$ cat src/verilog/aes_pkg.sv
package aes_pkg;

  // ----------------------------------------
  // Bus geometry
  // ----------------------------------------
  localparam int AW = 12;
  localparam int DW = 32;

  // ----------------------------------------
  // Register byte offsets
  // ----------------------------------------
  localparam logic [AW-1:0] OFS_UMASK = 12'h108;
  localparam logic [AW-1:0] OFS_SEV   = 12'h10c;
  localparam logic [AW-1:0] OFS_CES   = 12'h110;
  localparam logic [AW-1:0] OFS_IST   = 12'h140;
  localparam logic [AW-1:0] OFS_IMSK  = 12'h144;

  // ----------------------------------------
  // Severity and mask field, bits 20:16
  // ----------------------------------------
  localparam int SEV_LSB = 16;
  localparam int SEV_W   = 5;
  localparam logic [SEV_W-1:0] SEV_RST   = 5'h06;
  localparam logic [SEV_W-1:0] UMASK_RST = 5'h00;

  // ----------------------------------------
  // Correctable status layout
  // ----------------------------------------
  localparam int CES_W        = 14;
  localparam int CES_RXERR    = 0;
  localparam int CES_BAD_TLP  = 6;
  localparam int CES_BAD_DLLP = 7;
  localparam int CES_ROLLOVER = 8;
  localparam int CES_REPLAYTO = 12;
  localparam int CES_ADVNF    = 13;
  localparam logic [CES_W-1:0] CES_VALID = 14'h31c1;

  // ----------------------------------------
  // Interrupt status layout
  // ----------------------------------------
  localparam int IST_W        = 3;
  localparam int IST_CORR     = 0;
  localparam int IST_NONFATAL = 1;
  localparam int IST_FATAL    = 2;
  localparam logic [IST_W-1:0] IST_VALID = 3'h7;
  localparam logic [IST_W-1:0] IMSK_RST  = 3'h0;

endpackage

$ cat src/verilog/aes_sev_router.sv
`timescale 1ns/100ps
module aes_sev_router #(
  parameter int N = 5
) (
  input  wire logic         pclk,
  input  wire logic         presetn,
  input  wire logic [N-1:0] unc_event,
  input  wire logic [N-1:0] umask,
  input  wire logic [N-1:0] sev,
  output logic              fatal_report,
  output logic              nonfatal_report
);

  typedef struct packed {
    logic fatal;
    logic nonfatal;
  } aes_rtr_t;

  aes_rtr_t     state_r;
  aes_rtr_t     state_nxt;
  logic [N-1:0] live;

  // Masked events are dropped before severity is consulted.
  always_comb begin
    live               = unc_event & ~umask;
    state_nxt.fatal    = |(live & sev);
    state_nxt.nonfatal = |(live & ~sev);
  end

  // Report pulses are registered, one cycle after the event.
  always_ff @(posedge pclk or negedge presetn) begin
    if (!presetn) begin
      state_r <= '0;
    end else begin
      state_r <= state_nxt;
    end
  end

  assign fatal_report    = state_r.fatal;
  assign nonfatal_report = state_r.nonfatal;
endmodule

$ cat src/verilog/aes_top.sv
`timescale 1ns/100ps

module aes_top (
  input  wire logic        pclk,
  input  wire logic        presetn,
  input  wire logic        psel,
  input  wire logic        penable,
  input  wire logic        pwrite,
  input  wire logic [11:0] paddr,
  input  wire logic [31:0] pwdata,
  output logic      [31:0] prdata,
  output logic             pready,
  output logic             pslverr,
  input  wire logic        rx_error_evt,
  input  wire logic        bad_tlp_evt,
  input  wire logic        bad_dllp_evt,
  input  wire logic        replay_rollover_evt,
  input  wire logic        replay_timeout_evt,
  input  wire logic        advisory_nf_evt,
  input  wire logic [4:0]  unc_event,
  output logic             fatal_report,
  output logic             nonfatal_report,
  output logic             irq
);

  // ----------------------------------------
  // State
  // ----------------------------------------
  typedef struct packed {
    logic [aes_pkg::SEV_W-1:0] sev;
    logic [aes_pkg::SEV_W-1:0] umask;
    logic [aes_pkg::IST_W-1:0] imask;
    logic [aes_pkg::DW-1:0]    prdata;
    logic                      pslverr;
  } aes_top_t;

  aes_top_t                  state_r;
  aes_top_t                  state_nxt;
  logic                      setup;
  logic                      wr_en;
  logic                      hit_umask;
  logic                      hit_sev;
  logic                      hit_ces;
  logic                      hit_ist;
  logic                      hit_imsk;
  logic                      mapped;
  logic [aes_pkg::DW-1:0]    rd_word;
  logic [aes_pkg::CES_W-1:0] ce_set;
  logic [aes_pkg::CES_W-1:0] ce_clr;
  logic [aes_pkg::CES_W-1:0] ce_q;
  logic [aes_pkg::IST_W-1:0] is_set;
  logic [aes_pkg::IST_W-1:0] is_clr;
  logic [aes_pkg::IST_W-1:0] is_q;
  logic [aes_pkg::SEV_W-1:0] wr_field;

  // ----------------------------------------
  // Address decode
  // ----------------------------------------

  // A full compare also rejects unaligned addresses.
  always_comb begin
    hit_umask = (paddr == aes_pkg::OFS_UMASK);
    hit_sev   = (paddr == aes_pkg::OFS_SEV);
    hit_ces   = (paddr == aes_pkg::OFS_CES);
    hit_ist   = (paddr == aes_pkg::OFS_IST);
    hit_imsk  = (paddr == aes_pkg::OFS_IMSK);
    mapped    = hit_umask | hit_sev | hit_ces | hit_ist | hit_imsk;
  end

  // The slave never waits, so every access phase completes.
  assign pready = 1'b1;
  assign setup  = psel & ~penable;
  assign wr_en  = psel & penable & pwrite & mapped;

  // Severity and mask writes take only bits 20:16 of the written word.
  assign wr_field = pwdata[aes_pkg::SEV_LSB +: aes_pkg::SEV_W];

  // ----------------------------------------
  // Event collection
  // ----------------------------------------

  // Each correctable event feeds its own status bit.
  always_comb begin
    ce_set = '0;
    ce_set[aes_pkg::CES_RXERR]    = rx_error_evt;
    ce_set[aes_pkg::CES_BAD_TLP]  = bad_tlp_evt;
    ce_set[aes_pkg::CES_BAD_DLLP] = bad_dllp_evt;
    ce_set[aes_pkg::CES_ROLLOVER] = replay_rollover_evt;
    ce_set[aes_pkg::CES_REPLAYTO] = replay_timeout_evt;
    ce_set[aes_pkg::CES_ADVNF]    = advisory_nf_evt;
  end

  // Write-one clears for status; reserved bits are dropped by the bank.
  always_comb begin
    ce_clr = '0;
    is_clr = '0;
    if (wr_en && hit_ces) begin
      ce_clr = pwdata[aes_pkg::CES_W-1:0];
    end
    if (wr_en && hit_ist) begin
      is_clr = pwdata[aes_pkg::IST_W-1:0];
    end
  end

  // Interrupt causes: any correctable event and each report kind.
  always_comb begin
    is_set = '0;
    is_set[aes_pkg::IST_CORR]     = |ce_set;
    is_set[aes_pkg::IST_NONFATAL] = nonfatal_report;
    is_set[aes_pkg::IST_FATAL]    = fatal_report;
  end

  // ----------------------------------------
  // Sticky banks and severity routing
  // ----------------------------------------

  // Correctable error flags.
  aes_w1c_bank #(
    .W     (aes_pkg::CES_W),
    .VALID (aes_pkg::CES_VALID)
  ) u_ces (
    .pclk    (pclk),
    .presetn (presetn),
    .set     (ce_set),
    .clr     (ce_clr),
    .q       (ce_q)
  );

  // Interrupt cause flags.
  aes_w1c_bank #(
    .W     (aes_pkg::IST_W),
    .VALID (aes_pkg::IST_VALID)
  ) u_ist (
    .pclk    (pclk),
    .presetn (presetn),
    .set     (is_set),
    .clr     (is_clr),
    .q       (is_q)
  );

  // Uncorrectable events pass mask, then severity.
  aes_sev_router #(
    .N (aes_pkg::SEV_W)
  ) u_rtr (
    .pclk            (pclk),
    .presetn         (presetn),
    .unc_event       (unc_event),
    .umask           (state_r.umask),
    .sev             (state_r.sev),
    .fatal_report    (fatal_report),
    .nonfatal_report (nonfatal_report)
  );

  // ----------------------------------------
  // Read mux
  // ----------------------------------------

  // Unused bit positions stay zero in every word.
  always_comb begin
    rd_word = '0;
    if (hit_umask) begin
      rd_word[aes_pkg::SEV_LSB +: aes_pkg::SEV_W] = state_r.umask;
    end
    if (hit_sev) begin
      rd_word[aes_pkg::SEV_LSB +: aes_pkg::SEV_W] = state_r.sev;
    end
    if (hit_ces) begin
      rd_word[aes_pkg::CES_W-1:0] = ce_q;
    end
    if (hit_ist) begin
      rd_word[aes_pkg::IST_W-1:0] = is_q;
    end
    if (hit_imsk) begin
      rd_word[aes_pkg::IST_W-1:0] = state_r.imask;
    end
  end

  // ----------------------------------------
  // Next state
  // ----------------------------------------

  // Read data and error are captured in the setup cycle.
  always_comb begin
    state_nxt = state_r;
    if (setup) begin
      state_nxt.prdata  = pwrite ? '0 : rd_word;
      state_nxt.pslverr = ~mapped;
    end
    if (wr_en && hit_sev) begin
      state_nxt.sev = wr_field;
    end
    if (wr_en && hit_umask) begin
      state_nxt.umask = wr_field;
    end
    if (wr_en && hit_imsk) begin
      state_nxt.imask = pwdata[aes_pkg::IST_W-1:0];
    end
  end

  // Severity resets to fatal for overflow and malformed only.
  always_ff @(posedge pclk or negedge presetn) begin
    if (!presetn) begin
      state_r         <= '0;
      state_r.sev     <= aes_pkg::SEV_RST;
      state_r.umask   <= aes_pkg::UMASK_RST;
      state_r.imask   <= aes_pkg::IMSK_RST;
    end else begin
      state_r <= state_nxt;
    end
  end

  // ----------------------------------------
  // Outputs
  // ----------------------------------------

  // Error is shown only while the access phase is up.
  assign prdata  = state_r.prdata;
  assign pslverr = state_r.pslverr & psel & penable;
  assign irq     = |(is_q & state_r.imask);
endmodule

$ cat src/verilog/aes_w1c_bank.sv
`timescale 1ns/100ps
module aes_w1c_bank #(
  parameter int       W     = 14,
  parameter logic [W-1:0] VALID = '1
) (
  input  wire logic         pclk,
  input  wire logic         presetn,
  input  wire logic [W-1:0] set,
  input  wire logic [W-1:0] clr,
  output logic      [W-1:0] q
);

  typedef struct packed {
    logic [W-1:0] q;
  } aes_bank_t;

  aes_bank_t    state_r;
  aes_bank_t    state_nxt;
  logic [W-1:0] set_v;
  logic [W-1:0] clr_only;

  // Set beats a clear that lands in the same cycle.
  always_comb begin
    set_v         = set & VALID;
    clr_only      = clr & ~set_v;
    state_nxt.q   = ((state_r.q & ~clr) | set_v) & VALID;
  end

  // Flags stay at zero after reset until an event.
  always_ff @(posedge pclk or negedge presetn) begin
    if (!presetn) begin
      state_r <= '0;
    end else begin
      state_r <= state_nxt;
    end
  end

  assign q = state_r.q;
endmodule
$ cat config.mk
export PLATFORM = sky130hd
export DESIGN_NAME = aes_top
export DESIGN_NICKNAME = d
export VERILOG_FILES = /design/src/verilog/aes_pkg.sv /design/src/verilog/aes_sev_router.sv /design/src/verilog/aes_top.sv /design/src/verilog/aes_w1c_bank.sv
export SDC_FILE = /design/constraint.sdc
export NUM_CORES = 1
export LEC_CHECK = 0
export BUFFER_PORTS_ARGS = -buffer_cell sky130_fd_sc_hd__buf_2
export CAP_MARGIN = 15
export CORE_UTILIZATION = 45
export DETAILED_ROUTE_END_ITERATION = 10
export HOLD_SLACK_MARGIN = 0.02
export PLACE_DENSITY_LB_ADDON = 0.3
export RECOVER_POWER = 100
export SLEW_MARGIN = 20
export SYNTH_ARGS = -nofsm -noshare
export SYNTH_HDL_FRONTEND = slang
export SYNTH_SLANG_ARGS = --single-unit
$ cat constraint.sdc
create_clock -name pclk -period 2.98 [get_ports pclk]
set_input_delay 0.149 -clock pclk [delete_from_list [all_inputs] [get_ports pclk]]
set_output_delay 0.149 -clock pclk [all_outputs]
set_load 0.02 [all_outputs]
After elaboration in Yosys (flattened, before gate mapping)
Index checks and enable logic that the tools add are counted.
{ "op_classes": {"muxes": 8, "eq_ne": 5, "bitwise": 24, "n_reduce_logical": 9} }
{ "ops": {"columns": ["cell", "count"], "rows": [
  ["equality test 12 x 9 -> 1 bit, second input constant", 5],
  ["2-to-1 mux 14 bit", 2],
  ["2-to-1 mux 21 bit", 1],
  ["AND 5 bit", 3],
  ["AND 14 bit", 1],
  ["NOT 14 bit", 1],
  ["bitwise OR 14 bit", 1],
  ["2-to-1 mux 5 bit", 2],
  ["NOT 5 bit", 2],
  ["OR reduction 5 bit", 2],
  ["2-to-1 mux 3 bit", 3],
  ["AND 1 bit", 6],
  ["AND 3 bit", 2],
  ["OR reduction 6 bit", 1],
  ["logical AND 1 bit", 5],
  ["bitwise OR 1 bit", 4],
  ["NOT 3 bit", 1],
  ["bitwise OR 3 bit", 1],
  ["OR reduction 3 bit", 1],
  ["NOT 1 bit", 2]
]} }
{ "totals": {"regBits": 57, "elab_cells": 55} }

Longest topological paths before layout
{ "logic_depth": {"depth_word": 11, "ltp_mapped": 5} }

Hierarchy
Synthesis repeated with hierarchy kept, for this count alone.
{ "hier_totals": {"cells_unflattened": 241, "area_unflattened_um2": 2464.9} }
{ "modules_own_cells": {"columns": ["module", "cells_each", "n_inst", "seq_area_each_um2", "area_each_um2"], "rows": [
  ["aes_top", 189, 1, 828.3, 1916.8],
  ["aes_w1c_bank at u_ces", 27, 1, 150.1, 281.5],
  ["aes_sev_router", 16, 1, 50.0, 157.7],
  ["aes_w1c_bank at u_ist", 9, 1, 75.1, 108.9]
]} }

Worst setup path before layout
No wires, ideal clock.
{ "synth_path": {"kind": "input port to flip-flop", "start": "input port paddr[1]", "end": "register state_r[36] (netlist name)", "n_path_buf": 1, "setup_time_ps": 125, "path_stages": 5, "slack_ps": 1552, "arrival_ps": 1303, "path_cell_list": "nor3_4 > and2b_1 > and4_2 > buf_2 > mux2_2"} }
{ "synth_via": {"elab_chain_cells": 7, "word_cells_on_any_way": 11} }
{ "synth_lines": {"columns": ["item", "line_no", "rtl"], "rows": [
  ["start: declaration", "aes_top.sv:9", "input wire logic [11:0] paddr,"],
  ["equality test 12 x 9 -> 1 bit (on tied branches)", "aes_top.sv:62, aes_top.sv:63", null],
  ["bitwise OR 1 bit (4 in a row)", "aes_top.sv:67", "mapped = hit_umask | hit_sev | hit_ces | hit_ist | hit_imsk;"],
  ["AND 1 bit", "aes_top.sv:73", "assign wr_en = psel & penable & pwrite & mapped;"],
  ["logical AND 1 bit (*)", "aes_top.sv:192", "if (wr_en && hit_umask) begin"]
]} }
Mark *: on every way between the ends. The rest lies on a longest branch, timed or not.
A chain may end at the register's enable or synchronous reset.

Final worst setup path
{ "layout_path": {"start": "input port paddr[1]", "end": "register state_r (netlist bit prdata[13])"} }
{ "layout_via": {"elab_chain_cells": 3} }
{ "layout_lines": {"columns": ["item", "line_no", "rtl"], "rows": [
  ["equality test 12 x 9 -> 1 bit", "aes_top.sv:64", "hit_ces = (paddr == aes_pkg::OFS_CES);"],
  ["2-to-1 mux 14 bit", "aes_top.sv:167", "if (hit_ces) begin"],
  ["2-to-1 mux 21 bit", "aes_top.sv:186", "state_nxt.prdata = pwrite ? '0 : rd_word;"],
  ["end signal: assignment", "aes_top.sv:208", "state_r <= state_nxt;"],
  ["end: declaration", "aes_top.sv:37", "aes_top_t state_r;"]
]} }
No other way between the ends.

==> metrics.txt <==
Synth area leaders=dfrtp_1 44%, buf_4 13%, mux2_2 7.1%, a22oi_1 2.9%, dfstp_2 2.6%; WL/cell=around 14 um; largest net degree at the start of global routing=39; DP HPWL=3070 um; Placed Area=2190 um^2; Critical Path Sink Type=flop; port bufs=57; DR vias/cell=roughly 5.0; top_reg_cell synth=dfrtp_1; Synth top area share=0.440; Max-cap violations=0; switching fraction of total power=0.261; worst-margin pin slew=1.05 ns; final setup fails=0; sequential cell area=953 um^2; DRC=0; post-CTS sizing=0; Worst Setup Start Kind=primary input; critical path class=primary input to flop; Final Net Count=299; hold-critical path depth=2; Final ANT Viol Nets=0; first-pass GRT wire length=around 6500 um; unrepaired setup endpoints after global routing=no; library cells used by synthesis=between 40 and 50; vias in the first global route=1349; reg2reg path depth=3; TritonCTS Buffers=5; Mapped Area=2050 um^2; fmax=481 MHz; Synth warnings=0; CTS Sinks=38; Hold Crit Start=pwdata[6]; post-route cell area=roughly 2200 um^2; Core Area=between 4000 and 5000 um^2; Filler Cell Count=slightly above 400; multi-input logic area=805 um^2; Worst EP required=3.21 ns; sink of the worst hold path=u_ces.q[6]; initial core utilization=0.470; P_sw=~0.00026 W; Reg clk slew, reported paths=0.07 ns; fin crit share=0.698; setup TNS=0 ns; Clk Latency, worst-skew pair=0.30 ns; final wirelength=roughly 4100 um; Site Rows=24; H-Tree Level Count=2; Yosys top cell by area=dfrtp_1; Max Slew Vio Count=0; R2R setup slack=roughly 1.8 ns; Avg Inst Size Synth=roughly 11 um^2; Internal Power=0.000737 W; Synth-to-Final Area Change=9.35%; Sequential Power Share=0.523; Die Area=about 4800 um^2; maximum vdd drop=240 uV; total number of vias=between 1000 and 1500; FF-to-FF Start=state_r[43]; Post-synth EDFFs=0; final clock skew=0.00684 ns; Slew HR=0.295; grt total ovfl=0; Gate Count Post-Synth=194; Crit Path Max Fanout=9; gr usage total=0.173; post-layout min period=2.08 ns; clock power share=0.378; routability cong.=0.808; RR Endpoint=u_rtr.nonfatal_report; Seq/Total Area, Yosys=0.465; initial antenna violation count=0; Hold WC Path Type=primary input to flop; Clock Tree Buf Depth=2; Lkg Pwr=between 1 and 1.5 nW; # IOs=97; #FFs+latches synth=38; chip height=between 60 and 70 um; Initial DRT Pass Iterations=4; Fin. Hold Viols=0; Root Driver=clkbuf_8; status=completed; share of cells above drive strength 1=0.271; DIE WIDTH=69.5 um; ys async rst share=1.00; Pwr Density=445 nW/um^2; TritonCTS clock tree=done; Logic pwr share=0.099; number of DRC markers in iteration 0=58; n_diodes=0; crit path DAT=2.31 ns
critical path: stages:
cell and delay, ns:
clkbuf_1 0.13, nor3_1 0.87, nand4b_1 0.35, nor3_1 0.59
a22o_1 0.22
worst max-delay path by stage:
stage | startpoint | to | slack, ns | depth (start not counted)
3_3_place_gp | paddr[1] | state_r[39] | 1.20 | 5
3_5_place_dp | paddr[1] | state_r[40] | 1.21 | 5
4_1_cts | state_r[34] | irq | 1.51 | 3
5_1_grt | paddr[1] | prdata[13] | 0.72 | 5
6_report | paddr[1] | prdata[13] | 0.90 | 5
2_1_floorplan | paddr[1] | state_r[36] | 1.55 | 5
power by group through the flow:
stage	clock network, W	logic (W)	registers [W]
finish	0.000377	0.0000988	0.000522
global route	0.000402	0.000109	0.000522
CTS	0.000387	0.000104	0.000522
detailed placement	0	0.000103	0.000532
global placement	0	0.000101	0.000532
floorplan	0	0.0000709	0.000532
synthesized netlist by cell type (3+ instances only):
library cell / count
o21ai_0: 8
nor2_1: 9
a22oi_1: 8
a31oi_1: 8
inv_1: 13
nand3_1: 3
nand3b_1: 3
dfrtp_1: 36
a22o_1: 5
buf_4: 35
nand4_1: 4
nand2_1: 12
mux2_2: 13
metal layers:
layer / track usage / part of all wire / vias to the layer above
met3: 0.0436 / 0.046 / 6
met2: 0.273 / 0.46 / 47
met1: 0.232 / 0.48 / 696
met5: 0 / 0 / -
li1: - / - / 725
met4: 0.0612 / 0.014 / 0
flip-flops by register name, indices dropped and copies added (netlist names):
| name | count |
|---|---|
| u_rtr.fatal_report | 1 |
| state_r | 14 |
| u_ist.q | 3 |
| u_ces.q | 6 |
| u_rtr.nonfatal_report | 1 |
| prdata | 13 |
layout by cell type, fill, tap and decap left out, types with 3 or more instances in the layout:
master	count
a22o_1	5
nand3_1	3
nand3b_1	3
buf_2	39
clkbuf_1	18
dfrtp_1	36
mux2_2	13
nand2_1	12
nand4_1	4
inv_1	13
nor2_1	9
clkbuf_8	6
conb_1	20
a22oi_1	8
a31oi_1	8
o21ai_0	8
final cells by class:
cell class,instances,area share
clock buffers,6,0.0369
clock inverters,2,0.00559
inverters,13,0.0218
multi-input cells,123,0.359
flip-flops and latches,38,0.426
well taps,52,0.0291
repair buffers,58,0.122
logic make-up after synthesis:
group	count (synthesis)	synth area share
and+or+nand+nor	52	0.169
buffers and inverters	51	0.158
DFF	38	0.465
AOI/OAI and AO/OA	37	0.128
muxes	13	0.0715
other	2	0.00367
xor gates and xnor gates	1	0.00428
per-stage QoR:
stage,setup WS (ns),hold WS (ns),std cells,util,total power [W]
after floorplan,1.55,-0.147,212,-,0.000603
after global routing,0.717,0.0326,292,0.514,0.00103
after CTS,1.51,0.0326,292,0.527,0.00101
final,0.900,0.0363,292,0.514,0.000998
after detailed placement,1.21,0.302,283,0.503,0.000635
after global placement,1.20,0.305,283,0.503,0.000633
what timing repair did:
| action | 4_1_cts | 5_1_grt |
|---|---|---|
| hold buffers | 1 | 0 |
| setup buffers | 0 | 0 |
| endpoints found under the hold margin | 36 | 0 |
Power figures use the tool's default switching activity.
